===== config.mk =====
export PLATFORM = sky130hd
export DESIGN_NAME = timer_readback_and_bios_countdown_timer
export DESIGN_NICKNAME = d
export VERILOG_FILES = /design/src/core/timer_pkg.sv /design/src/core/tmr_io_if.sv /design/src/core/timer_chan.sv /design/src/core/timer_readback_and_bios_countdown_timer.sv
export SDC_FILE = /design/constraint.sdc
export NUM_CORES = 1
export LEC_CHECK = 0
export ABC_AREA = 1
export BUFFER_PORTS_ARGS = -buffer_cell sky130_fd_sc_hd__clkbuf_2
export CORE_MARGIN = 4
export CORE_UTILIZATION = 49
export DETAILED_ROUTE_END_ITERATION = 8
export GPL_ROUTABILITY_DRIVEN = 0
export GPL_TIMING_DRIVEN = 0
export PLACE_DENSITY = 0.65
export SLEW_MARGIN = 20
export SYNTH_ARGS = -nofsm -noshare
export SYNTH_HDL_FRONTEND = slang
export SYNTH_SLANG_ARGS = --single-unit

===== constraint.sdc =====
create_clock -name ref_clk -period 3.8 [get_ports ref_clk]
set_input_delay 0.57 -clock ref_clk [delete_from_list [all_inputs] [get_ports ref_clk]]
set_output_delay 0.57 -clock ref_clk [all_outputs]
set_load 0.02 [all_outputs]

===== src/core/timer_pkg.sv =====
// Constants, field positions and state types for the interval timer access ports
// and the standalone countdown timer.
// Assumes an I/O request port decoded from host I/O cycles in the ref_clk domain.
//
// Summary of operation
// [RL1] After read-back with status latch, next port read returns the status byte.
// [RL2] Status bit 7 shows the counter output level.
// [RL3] Status bit 6 is 1 while a written count awaits transfer to the counter.
// [RL4] Status bits 5:4 echo the programmed byte access selection.
// [RL5] Status bits 3:1 echo the programmed counter mode.
// [RL6] Status bit 0 is 0 for binary, 1 for BCD counting.
// [RL7] Byte port loads the 16-bit count in the programmed byte order.
// [RL8] Port read returns the current or latched count.
// [RL9] Any 16- or 32-bit write loads the countdown timer; upper half ignored.
// [RL10] Countdown timer decrements to zero and holds there until rewritten.
// [RL11] Countdown bits 15:0 write count, read count; bits 31:16 read zero.
// [RL12] Software writes all sixteen countdown bits in one access.
// [RL13] Decode enable claims countdown accesses; disabled, they pass to the expansion bus.
// [RL14] Disabled decode does not stop the countdown.
// [RL15] Control write with bits 7:6 set is read-back: 3:1 counters, 5:4 latch selects.
// [RL16] A second latch before the first is read is ignored.
// [RL17] Countdown decrements once per timebase tick of a parameter rate.
package timer_pkg;

   // ****************************************************************
   // Addresses
   // ****************************************************************
   localparam logic [15:0] CNT0_ADDR = 16'h0040;
   localparam logic [15:0] CTRL_ADDR = 16'h0043;
   localparam logic [15:0] BIOS_TMR_ADDR = 16'h0078;

   // ****************************************************************
   // Control word fields
   // ****************************************************************
   localparam int SEL_HI = 7;
   localparam int SEL_LO = 6;
   localparam int RW_HI = 5;
   localparam int RW_LO = 4;
   localparam int MODE_HI = 3;
   localparam int MODE_LO = 1;
   localparam int BCD_BIT = 0;
   localparam int RB_NCNT = 5;
   localparam int RB_NSTAT = 4;
   localparam logic [1:0] SEL_READBACK = 2'h3;
   localparam logic [1:0] RW_LATCH = 2'h0;
   localparam logic [1:0] RW_LSB = 2'h1;
   localparam logic [1:0] RW_MSB = 2'h2;
   localparam logic [1:0] RW_BOTH = 2'h3;

   // ****************************************************************
   // Status byte fields and reset values
   // ****************************************************************
   localparam int ST_OUT = 7;
   localparam int ST_NULL = 6;
   localparam logic [15:0] CNT_RESET = 16'h0000;
   localparam logic [5:0] PROG_RESET = 6'h00;

   // ****************************************************************
   // Countdown timebase
   // ****************************************************************
   localparam int CLK_MHZ = 250;
   localparam int TICK_NS = 1000;
   localparam int TICK_CYC = (TICK_NS * CLK_MHZ) / 1000;

   typedef enum logic [0:0] {
      BYTE_LOW = 1'b0,
      BYTE_HIGH = 1'b1
   } byte_phase_t;

endpackage : timer_pkg


===== src/core/tmr_io_if.sv =====
// Carrier for the per-counter byte port between the top and each channel.
// Assumes all signals belong to the ref_clk domain.
`timescale 1ns/1ns
interface tmr_io_if;
   logic wrPort;
   logic rdPort;
   logic wrCtrl;
   logic [7:0] wdata;
   logic [7:0] rdata;
   logic outLevel;
   modport top (output wrPort, output rdPort, output wrCtrl, output wdata,
                input rdata, input outLevel);
   modport chan (input wrPort, input rdPort, input wrCtrl, input wdata,
                 output rdata, output outLevel);
endinterface : tmr_io_if


===== src/core/timer_chan.sv =====
// One interval counter: count register, programming, latching and status byte.
// Assumes a control word write is presented to every channel at once.
`timescale 1ns/1ns
module timer_chan #(
   parameter logic [1:0] CHAN = 2'h0
) (
   input wire logic ref_clk,
   input wire logic rstn,
   tmr_io_if.chan io
);
   typedef struct packed {
      logic [15:0] holdCnt;
      logic [15:0] count;
      logic [15:0] latchCnt;
      logic cntLatched;
      logic [7:0] statLatch;
      logic statLatched;
      logic nullCnt;
      logic [5:0] prog;
      timer_pkg::byte_phase_t wrPhase;
      timer_pkg::byte_phase_t rdPhase;
      logic [7:0] rdata;
   } chan_t;

   chan_t s_q;
   chan_t s_d;
   logic [1:0] rwSel;
   logic [7:0] statNow;
   logic [15:0] rdSrc;
   logic cwSel;
   logic cwRb;

   assign rwSel = s_q.prog[timer_pkg::RW_HI:timer_pkg::RW_LO];
   // Status: out level, null count, access, mode and BCD bits.
   assign statNow = {s_q.count[15], s_q.nullCnt, s_q.prog}; // RL2 RL3 RL4 RL5 RL6
   assign rdSrc = s_q.cntLatched ? s_q.latchCnt : s_q.count; // RL8
   assign cwRb = io.wdata[timer_pkg::SEL_HI:timer_pkg::SEL_LO] == timer_pkg::SEL_READBACK;
   assign cwSel = io.wdata[timer_pkg::SEL_HI:timer_pkg::SEL_LO] == CHAN;

   // Next-state logic for programming, loading, latching and port reads.
   always_comb begin
      s_d = s_q;
      if (!s_q.nullCnt) begin
         s_d.count = s_q.count - 16'h0001;
      end else begin
         s_d.count = s_q.holdCnt; // RL3
         s_d.nullCnt = 1'b0;
      end
      if (io.wrCtrl) begin
         if (cwRb) begin // RL15
            if (io.wdata[timer_pkg::MODE_LO + CHAN]) begin
               if (!io.wdata[timer_pkg::RB_NCNT] && !s_q.cntLatched) begin // RL16
                  s_d.latchCnt = s_q.count;
                  s_d.cntLatched = 1'b1;
               end
               if (!io.wdata[timer_pkg::RB_NSTAT] && !s_q.statLatched) begin // RL1 RL16
                  s_d.statLatch = statNow;
                  s_d.statLatched = 1'b1;
               end
            end
         end else if (cwSel) begin
            if (io.wdata[timer_pkg::RW_HI:timer_pkg::RW_LO] == timer_pkg::RW_LATCH) begin
               if (!s_q.cntLatched) begin // RL16
                  s_d.latchCnt = s_q.count;
                  s_d.cntLatched = 1'b1;
               end
            end else begin
               s_d.prog = io.wdata[timer_pkg::RW_HI:timer_pkg::BCD_BIT];
               s_d.wrPhase = timer_pkg::BYTE_LOW;
               s_d.rdPhase = timer_pkg::BYTE_LOW;
               s_d.cntLatched = 1'b0;
               s_d.statLatched = 1'b0;
            end
         end
      end
      if (io.wrPort) begin // RL7
         case (rwSel)
            timer_pkg::RW_LSB: begin
               s_d.holdCnt = {8'h00, io.wdata};
               s_d.nullCnt = 1'b1;
            end
            timer_pkg::RW_MSB: begin
               s_d.holdCnt = {io.wdata, 8'h00};
               s_d.nullCnt = 1'b1;
            end
            timer_pkg::RW_BOTH: begin
               if (s_q.wrPhase == timer_pkg::BYTE_LOW) begin
                  s_d.holdCnt[7:0] = io.wdata;
                  s_d.wrPhase = timer_pkg::BYTE_HIGH;
               end else begin
                  s_d.holdCnt[15:8] = io.wdata;
                  s_d.wrPhase = timer_pkg::BYTE_LOW;
                  s_d.nullCnt = 1'b1;
               end
            end
            default: begin
            end
         endcase
      end
      if (io.rdPort) begin
         if (s_q.statLatched) begin // RL1
            s_d.rdata = s_q.statLatch;
            s_d.statLatched = 1'b0;
         end else begin // RL8
            case (rwSel)
               timer_pkg::RW_LSB: begin
                  s_d.rdata = rdSrc[7:0];
                  s_d.cntLatched = 1'b0;
               end
               timer_pkg::RW_MSB: begin
                  s_d.rdata = rdSrc[15:8];
                  s_d.cntLatched = 1'b0;
               end
               default: begin
                  if (s_q.rdPhase == timer_pkg::BYTE_LOW) begin
                     s_d.rdata = rdSrc[7:0];
                     s_d.rdPhase = timer_pkg::BYTE_HIGH;
                  end else begin
                     s_d.rdata = rdSrc[15:8];
                     s_d.rdPhase = timer_pkg::BYTE_LOW;
                     s_d.cntLatched = 1'b0;
                  end
               end
            endcase
         end
      end
      if (!rstn) begin
         s_d = '0;
         s_d.count = timer_pkg::CNT_RESET;
         s_d.prog = timer_pkg::PROG_RESET;
      end
   end

   // State register.
   always_ff @(posedge ref_clk) begin
      s_q <= s_d;
   end

   assign io.rdata = s_q.rdata;
   assign io.outLevel = s_q.count[15]; // RL2
endmodule : timer_chan


===== src/core/timer_readback_and_bios_countdown_timer.sv =====
// Top of the interval timer access ports and the standalone countdown timer.
// Assumes one-cycle I/O requests decoded from host I/O cycles, synchronous to ref_clk.
`timescale 1ns/1ns
module timer_readback_and_bios_countdown_timer #(
   parameter int TICK_CYCLES = timer_pkg::TICK_CYC
) (
   input wire logic ref_clk,
   input wire logic rstn,
   input wire logic ioWr,
   input wire logic ioRd,
   input wire logic [15:0] ioAddr,
   input wire logic [3:0] ioByteEn,
   input wire logic [31:0] ioWdata,
   input wire logic biosDecodeEn,
   output logic [31:0] ioRdata,
   output logic ioRdValid,
   output logic biosClaim,
   output logic [2:0] counterOut
);
   typedef struct packed {
      logic [15:0] biosCnt;
      logic [15:0] tickCnt;
      logic [31:0] rdata;
      logic rdValid;
      logic [1:0] rdSel;
      logic rdChan;
   } top_t;

   top_t s_q;
   top_t s_d;
   logic biosHit;
   logic tick;
   logic ctrlWr;
   logic [7:0] chanRdata [3];

   // ****************************************************************
   // Interval counter channels
   // ****************************************************************
   assign ctrlWr = ioWr && ioAddr == timer_pkg::CTRL_ADDR;
   for (genvar i = 0; i < 3; i++) begin : g_chan
      tmr_io_if io ();
      assign io.wrPort = ioWr && ioAddr == timer_pkg::CNT0_ADDR + 16'(i);
      assign io.rdPort = ioRd && ioAddr == timer_pkg::CNT0_ADDR + 16'(i);
      assign io.wrCtrl = ctrlWr; // RL15
      assign io.wdata = ioWdata[7:0];
      assign chanRdata[i] = io.rdata;
      assign counterOut[i] = io.outLevel;
      timer_chan #(.CHAN(2'(i))) u_chan (
         .ref_clk(ref_clk),
         .rstn(rstn),
         .io(io)
      );
   end

   // ****************************************************************
   // Countdown timer
   // ****************************************************************
   assign biosHit = biosDecodeEn && ioAddr == timer_pkg::BIOS_TMR_ADDR; // RL13
   assign biosClaim = biosHit && (ioWr || ioRd); // RL13
   assign tick = s_q.tickCnt == 16'(TICK_CYCLES - 1); // RL17

   // Next state: timebase, countdown and read return.
   always_comb begin
      s_d = s_q;
      s_d.tickCnt = tick ? 16'h0000 : s_q.tickCnt + 16'h0001;
      if (tick && s_q.biosCnt != 16'h0000) begin // RL10 RL14
         s_d.biosCnt = s_q.biosCnt - 16'h0001;
      end
      if (ioWr && biosHit && ioByteEn[1:0] == 2'h3) begin // RL9 RL12
         s_d.biosCnt = ioWdata[15:0];
      end
      s_d.rdValid = ioRd && (biosHit || ioAddr[15:2] == timer_pkg::CNT0_ADDR[15:2]);
      s_d.rdChan = ioRd && !biosHit;
      s_d.rdSel = ioAddr[1:0];
      s_d.rdata = ioRd && biosHit ? {16'h0000, s_q.biosCnt} : 32'h0000_0000; // RL11
      if (!rstn) begin
         s_d = '0;
      end
   end

   // State register.
   always_ff @(posedge ref_clk) begin
      s_q <= s_d;
   end

   // Channel reads land one cycle after the request, as does the countdown read.
   always_comb begin
      ioRdata = s_q.rdata;
      if (s_q.rdChan && s_q.rdSel != 2'h3) begin
         ioRdata = {24'h00_0000, chanRdata[s_q.rdSel]};
      end
   end
   assign ioRdValid = s_q.rdValid;
endmodule : timer_readback_and_bios_countdown_timer


Word-level counts from Yosys, hierarchy flattened

Cells that the tools add are included.

Output and inout port bits: 37
Input port bits: 57
Logic and storage cells: 279
Bits in registers: 293

Muxes and demuxes: 123
Add/subtract/negate cells: 5
Reductions and logical operators: 67
Bitwise operators: 4
Eq/ne operators: 36
Order comparisons: 1

Operators by type and width:

| operator              | number |
|---|---|
| $mux 17               | 12 |
| $mux 16               | 11 |
| $pmux 16 s3           | 3 |
| $mux 8                | 14 |
| $mux 9                | 9 |
| $eq 16x7->1 const B   | 5 |
| $mux 26               | 3 |
| $sub 16x1->16 const B | 4 |
| $mux 1                | 48 |
| $pmux 8 s2            | 3 |
| $mux 32               | 1 |
| $mux 10               | 3 |
| $mux 2                | 12 |
| $reduce_and 4->1      | 6 |
| $logic_and 1x1->1     | 22 |
| $ne 2x2->1 const B    | 11 |
| $eq 2x2->1 const B    | 9 |
| $reduce_and 3->1      | 6 |
| $reduce_and 6->1      | 3 |
| $add 16x1->16 const B | 1 |
| $bmux 8 s2            | 1 |
| $eq 16x8->1 const B   | 1 |
| $reduce_bool 16->1    | 1 |
| $eq 14x5->1 const B   | 1 |
| other kinds (13)      | 46 |

Longest topological paths before layout

Depth in word-level cells: 10
Depth in mapped cells: 12

Modules after synthesis

Synthesis repeated with hierarchy kept, for this count alone.

Cells, all modules: 2,210
Area total of the unflattened synthesis: 14,575.2 um2

Modules (own cells, without submodules):

| module                                  | times used | cells an instance | area an instance (um2) |
|---|---|---|---|
| timer_chan (g_chan[1].u_chan ...)       | 2          | 533               | 3,629.7 |
| timer_chan (g_chan[0].u_chan)           | 1          | 605               | 4,075.2 |
| timer_readback_and_bios_countdown_timer | 1          | 539               | 3,240.6 |

Worst setup path after synthesis

No wires, ideal clock.

Path kind: in2out
From: input ioAddr[0]
To: output biosClaim
Stages on the path: 6
Arrival: 1.687 ns
Required time: 3.230 ns
Setup slack: 1.543 ns
Path buffers: 2
Cells stage by stage: buf_2 nor2_2 nand3_1 nor3_2 buf_2 o21a_1

Cells in the longest elaborated chain, start to end: 3

RTL lines:

| item              | RTL line                                      | RTL |
|---|---|---|
| from (decl)       | timer_readback_and_bios_countdown_timer.sv:11 | `input wire logic [15:0] ioAddr,` |
| $eq 16x7->1       | timer_readback_and_bios_countdown_timer.sv:58 | `assign biosHit = biosDecodeEn && ioAddr == timer_pkg::BIOS_TMR_ADDR;` |
| $logic_and 1x1->1 | timer_readback_and_bios_countdown_timer.sv:58 |  |
| $logic_and 1x1->1 | timer_readback_and_bios_countdown_timer.sv:59 | `assign biosClaim = biosHit && (ioWr \|\| ioRd);` |
| to (decl)         | timer_readback_and_bios_countdown_timer.sv:17 | `output logic biosClaim,` |

Every way passes these cells.

Final worst setup path

From: register s_q[2] (netlist name)
To: output ioRdata[5]

Cells in the longest elaborated chain, start to end: 5

RTL lines:

| item                                       | RTL line                                      | RTL |
|---|---|---|
| from (decl)                                | timer_readback_and_bios_countdown_timer.sv:29 | `top_t s_q;` |
| from (signal assigned)                     | timer_readback_and_bios_countdown_timer.sv:83 | `s_q <= s_d;` |
| $not 2->3 (implied by the code)            | timer_readback_and_bios_countdown_timer.sv:90 | `ioRdata = {24'h00_0000, chanRdata[s_q.rdSel]};` |
| $bmux 8 s2                                 | timer_readback_and_bios_countdown_timer.sv:90 |  |
| $mux 8 (implied by the code) (2 in series) | timer_readback_and_bios_countdown_timer.sv:90 |  |
| $mux 32 (*)                                | timer_readback_and_bios_countdown_timer.sv:89 | `if (s_q.rdChan && s_q.rdSel != 2'h3) begin` |
| to (decl)                                  | timer_readback_and_bios_countdown_timer.sv:15 | `output logic [31:0] ioRdata,` |

Every way passes the cells marked *; elsewhere a longest branch is shown, timed or not. The select of a mux whose other input is x is not followed.

==> out/metrics.csv <==
stage,metric,value,unit
synthesis,synth_ff_type,dfxtp_1,
sta,final.setup.tns,0,ns
synthesis,synth_top_area_share,0.377,
cells_and_area,fin_util,0.561,
power,p_int,0.00528,W
global_routing,grt_usage,0.269,
synthesis,synth_common_cells,"478 x nor2_1, 463 x nand2_1, 277 x dfxtp_1, 257 x inv_1, 178 x o21ai_0",
power,power_density,445,nW/µm²
power,vdd_drop_max,0.000373,V
critical_path,startpoint_type,flop,
global_routing,grt_antenna_before_repair,0,
power,p_leak,7.47,nW
clock_tree,cts_buffers,31,
global_routing,grt_max_degree,15,
route,avgViaCountPerCell,5.31,
route,drtIter0Drc,1277,
route,wire_per_inst,16.2,µm
critical_path,path_max_fanout,10,
clock_tree,cts.sinks,277,
synthesis,synthXorXnorAreaFrac,0.0131,
clock_tree,hold_buffers,0,
synthesis,yosys.area_share.simple,0.331,
route,drt_pre_antenna_iters,6,
sta,rsz0062_at_grt,no,
clock_tree,clk_pin_slew_worst_paths,0.06,ns
floorplanning,dieArea,32800,µm²
power,combPwrFrac,0.149,
synthesis,synth.area.mux_share,0.00817,
sta,setup_viol,0,
critical_path,end_kind,primary output,
sta,fin_crit,2.95,ns
synthesis,ys_ff_latch,277,
placement,port_buffers,58,
global_routing,use_met2,0.442,
critical_path,required,3.23,ns
synthesis,yosysMostFrequentCell,nor2_1,
clock_tree,clk_latency,0.56,ns
sta,slew_headroom,0.381,
clock_tree,htree_levels,1,
synthesis,async_flop_share,0,
clock_tree,cts_tree,built,
power,p_clk_frac,0.426,
sta,finClkSkew,0.00717,ns
critical_path,crit_arrival,2.38,ns
synthesis,synth_compound_area_frac,0.149,
min_path,hold_start,ioAddr[0],
placement,dp_hpwl,34300,µm
critical_path,reg2reg_depth,7,
synthesis,ys_seq_area_frac,0.377,
synthesis,synthAdderAreaFrac,0.0196,
floorplanning,rows,63,
synthesis,synth_top_area_cell,dfxtp_1,
floorplanning,die_w,181,µm
synthesis,syn_area_per_cell,6.40,µm²
critical_path,path_class,flop to primary output,
critical_path,reg2reg_to,g_chan[0].u_chan.io.rdata[1]$_SDFFE_PN0N_,
cells_and_area,drive_gt1_frac,0.0808,
floorplanning,initial_core_util,0.496,
route,drc_errors,0,
critical_path,rr_startpoint,g_chan[0].u_chan.rwSel[0]$_SDFFE_PN0P_,
power,seqPwrFrac,0.425,
power,switching_share,0.287,
sta,post-route-period-util,0.777,
global_routing,grt_pass1_wl,72700,µm
power,netSwitchingPower,0.00212,W
floorplanning,design.core.area,29600,µm²
global_routing,grt_overflow,0,
sta,worst_pin_slew,0.929,ns
synthesis,yosys.cell_types.count,45,
synthesis,synthTopCellsByArea,"dfxtp_1 38%, nor2_1 12%, nand2_1 12%, inv_1 6.6%, o21ai_0 6.1%",
floorplanning,die_y,181,µm
route,finalWirelength,45600,µm
route,ant_nets,0,
synthesis,syn_area,14700,µm²
clock_tree,cts_resized,0,
route,route.vias.total,15000,
synthesis,synth_top_family_by_area,simple AND/OR/NAND/NOR gates,
job,drv_cap,0,
global_routing,grt_use_met3,0.0344,
cells_and_area,antennaDiodeCount,0,
global_routing,grt_use_met1,0.368,
synthesis,synth_edf_count,0,
global_routing,grt_pass1_vias,13900,
critical_path,reg2reg_slack,1.49,ns
run_status,status,finished clean,
clock_tree,cts_root_buf,clkbuf_16,
clock_tree,cts_setup_buffers,0,
synthesis,synth_cells,2297,
min_path,holdPathEnd,s_q[1]$_SDFF_PN0_,
synthesis,yosysWarnings,0,
global_routing,grt.busiest_layer,met2,
floorplanning,io_pins,94,
cells_and_area,fin_nets,2483,
min_path,hp-class,input port to flop,
sta,clock.fmax,0.339,GHz
min_path,min_delay_path_depth,3,
sta,timing_hold_violations_final,0,
sta,slew_viol_final,0,
clock_tree,clock_path_buffers,3,
cells_and_area,areaGrowthSynthToFinish,13.0,%
[power by group through the flow]
stage	Combinational [W]	Clock, W	Sequential [W]
3_5_place_dp	0.00108	0	0.00321
3_3_place_gp	0.00106	0	0.00320
5_1_grt	0.00124	0.00333	0.00316
4_1_cts	0.00109	0.00321	0.00314
6_report	0.00110	0.00315	0.00314
2_1_floorplan	0.000774	0	0.00316
[layout make-up]
cell class / instances / area, µm²
fillers: 3026 / 13000
multi-input cells: 1665 / 7710
flip-flops and latches: 277 / 5550
inverters: 268 / 1010
clock buffers: 43 / 901
plain buffers: 102 / 500
well taps: 390 / 488
repair buffers: 58 / 290
clock inverters: 14 / 176
[flip-flops by register name, indices dropped and copies added (netlist names)]
name and flops:
g_chan.u_chan.s_q 192, g_chan.u_chan.io.outLevel 3, g_chan.u_chan.rwSel 6, ioRdValid 1, s_q 51, g_chan.u_chan.io.rdata 24
[worst max path at each step]
stage                                 start                                     to  slack (ns)
after floorplan                   ioAddr[0]                              biosClaim        1.54
after global placement           ioWdata[7]  g_chan[1].u_chan.s_q[13]$_SDFFE_PN0P_        0.99
after detailed placement         ioWdata[7]  g_chan[1].u_chan.s_q[13]$_SDFFE_PN0P_        0.98
after CTS                 s_q[2]$_SDFF_PN0_                             ioRdata[6]        0.83
after global routing      s_q[2]$_SDFF_PN0_                             ioRdata[6]        0.59
final                     s_q[2]$_SDFF_PN0_                             ioRdata[5]        0.85
[kinds of logic after synthesis]
kind of cell,after synthesis
adder cells (fa/ha/maj),23
AND/OR/NAND/NOR,1179
AO/OA/AOI/OAI,413
flip-flops,277
other,1
multiplexers,12
XOR/XNOR,22
buffers and inverters,370
[metrics by stage]
| stage | cell area (µm²) | hold WS [ns] | total power, W | std cells | setup slack [ns] |
|---|---|---|---|---|---|
| 3_5_place_dp | 15500 | 0.449 | 0.00428 | 2760 | 0.980 |
| 5_1_grt | 16600 | 0.335 | 0.00773 | 2817 | 0.590 |
| 4_1_cts | 16600 | 0.303 | 0.00743 | 2817 | 0.830 |
| 6_report | 16600 | 0.331 | 0.00740 | 2817 | 0.848 |
| 2_1_floorplan | 14800 | 0.430 | 0.00393 | 2312 | 1.54 |
| 3_3_place_gp | 15500 | 0.442 | 0.00427 | 2760 | 0.985 |
[per-layer routing]
layer	part of all wire	vias to the layer above
met5	0	-
met4	0.039	0
met3	0.065	105
met2	0.46	511
met1	0.44	6831
li1	-	7512
[critical path, cell delays in order (launching register included)]
cell and delay [ns]:
dfxtp_1 0.30, clkbuf_1 0.18, nand2_1 0.11, nand2_1 0.19, inv_1 0.22, clkbuf_1 0.37
nor2_1 0.08, a21oi_1 0.17, clkbuf_2 0.20
[cells in the final DEF (no fill, tap or decap), types with 8 or more instances in the layout]
cell type | Yosys | routed
nor2_1 | 478 | 478
nand2_1 | 463 | 463
dfxtp_1 | 277 | 277
inv_1 | 257 | 257
o21ai_0 | 178 | 178
nand3_1 | 174 | 174
a21oi_1 | 165 | 165
clkbuf_1 | 55 | 59
clkbuf_2 | 0 | 58
clkbuf_16 | 0 | 31
buf_4 | 25 | 25
ha_1 | 23 | 23
xor2_1 | 21 | 21
o21ai_1 | 21 | 21
buf_2 | 19 | 19
nand4_1 | 17 | 17
conb_1 | 1 | 16
a31oi_1 | 15 | 15
mux2i_1 | 12 | 12
a211oi_1 | 11 | 11
nor2_2 | 10 | 10
o211ai_1 | 10 | 10
nor3_1 | 8 | 8
clkbuf_8 | 0 | 8
clkinv_2 | 0 | 8
(Power assumes the default switching activity.)
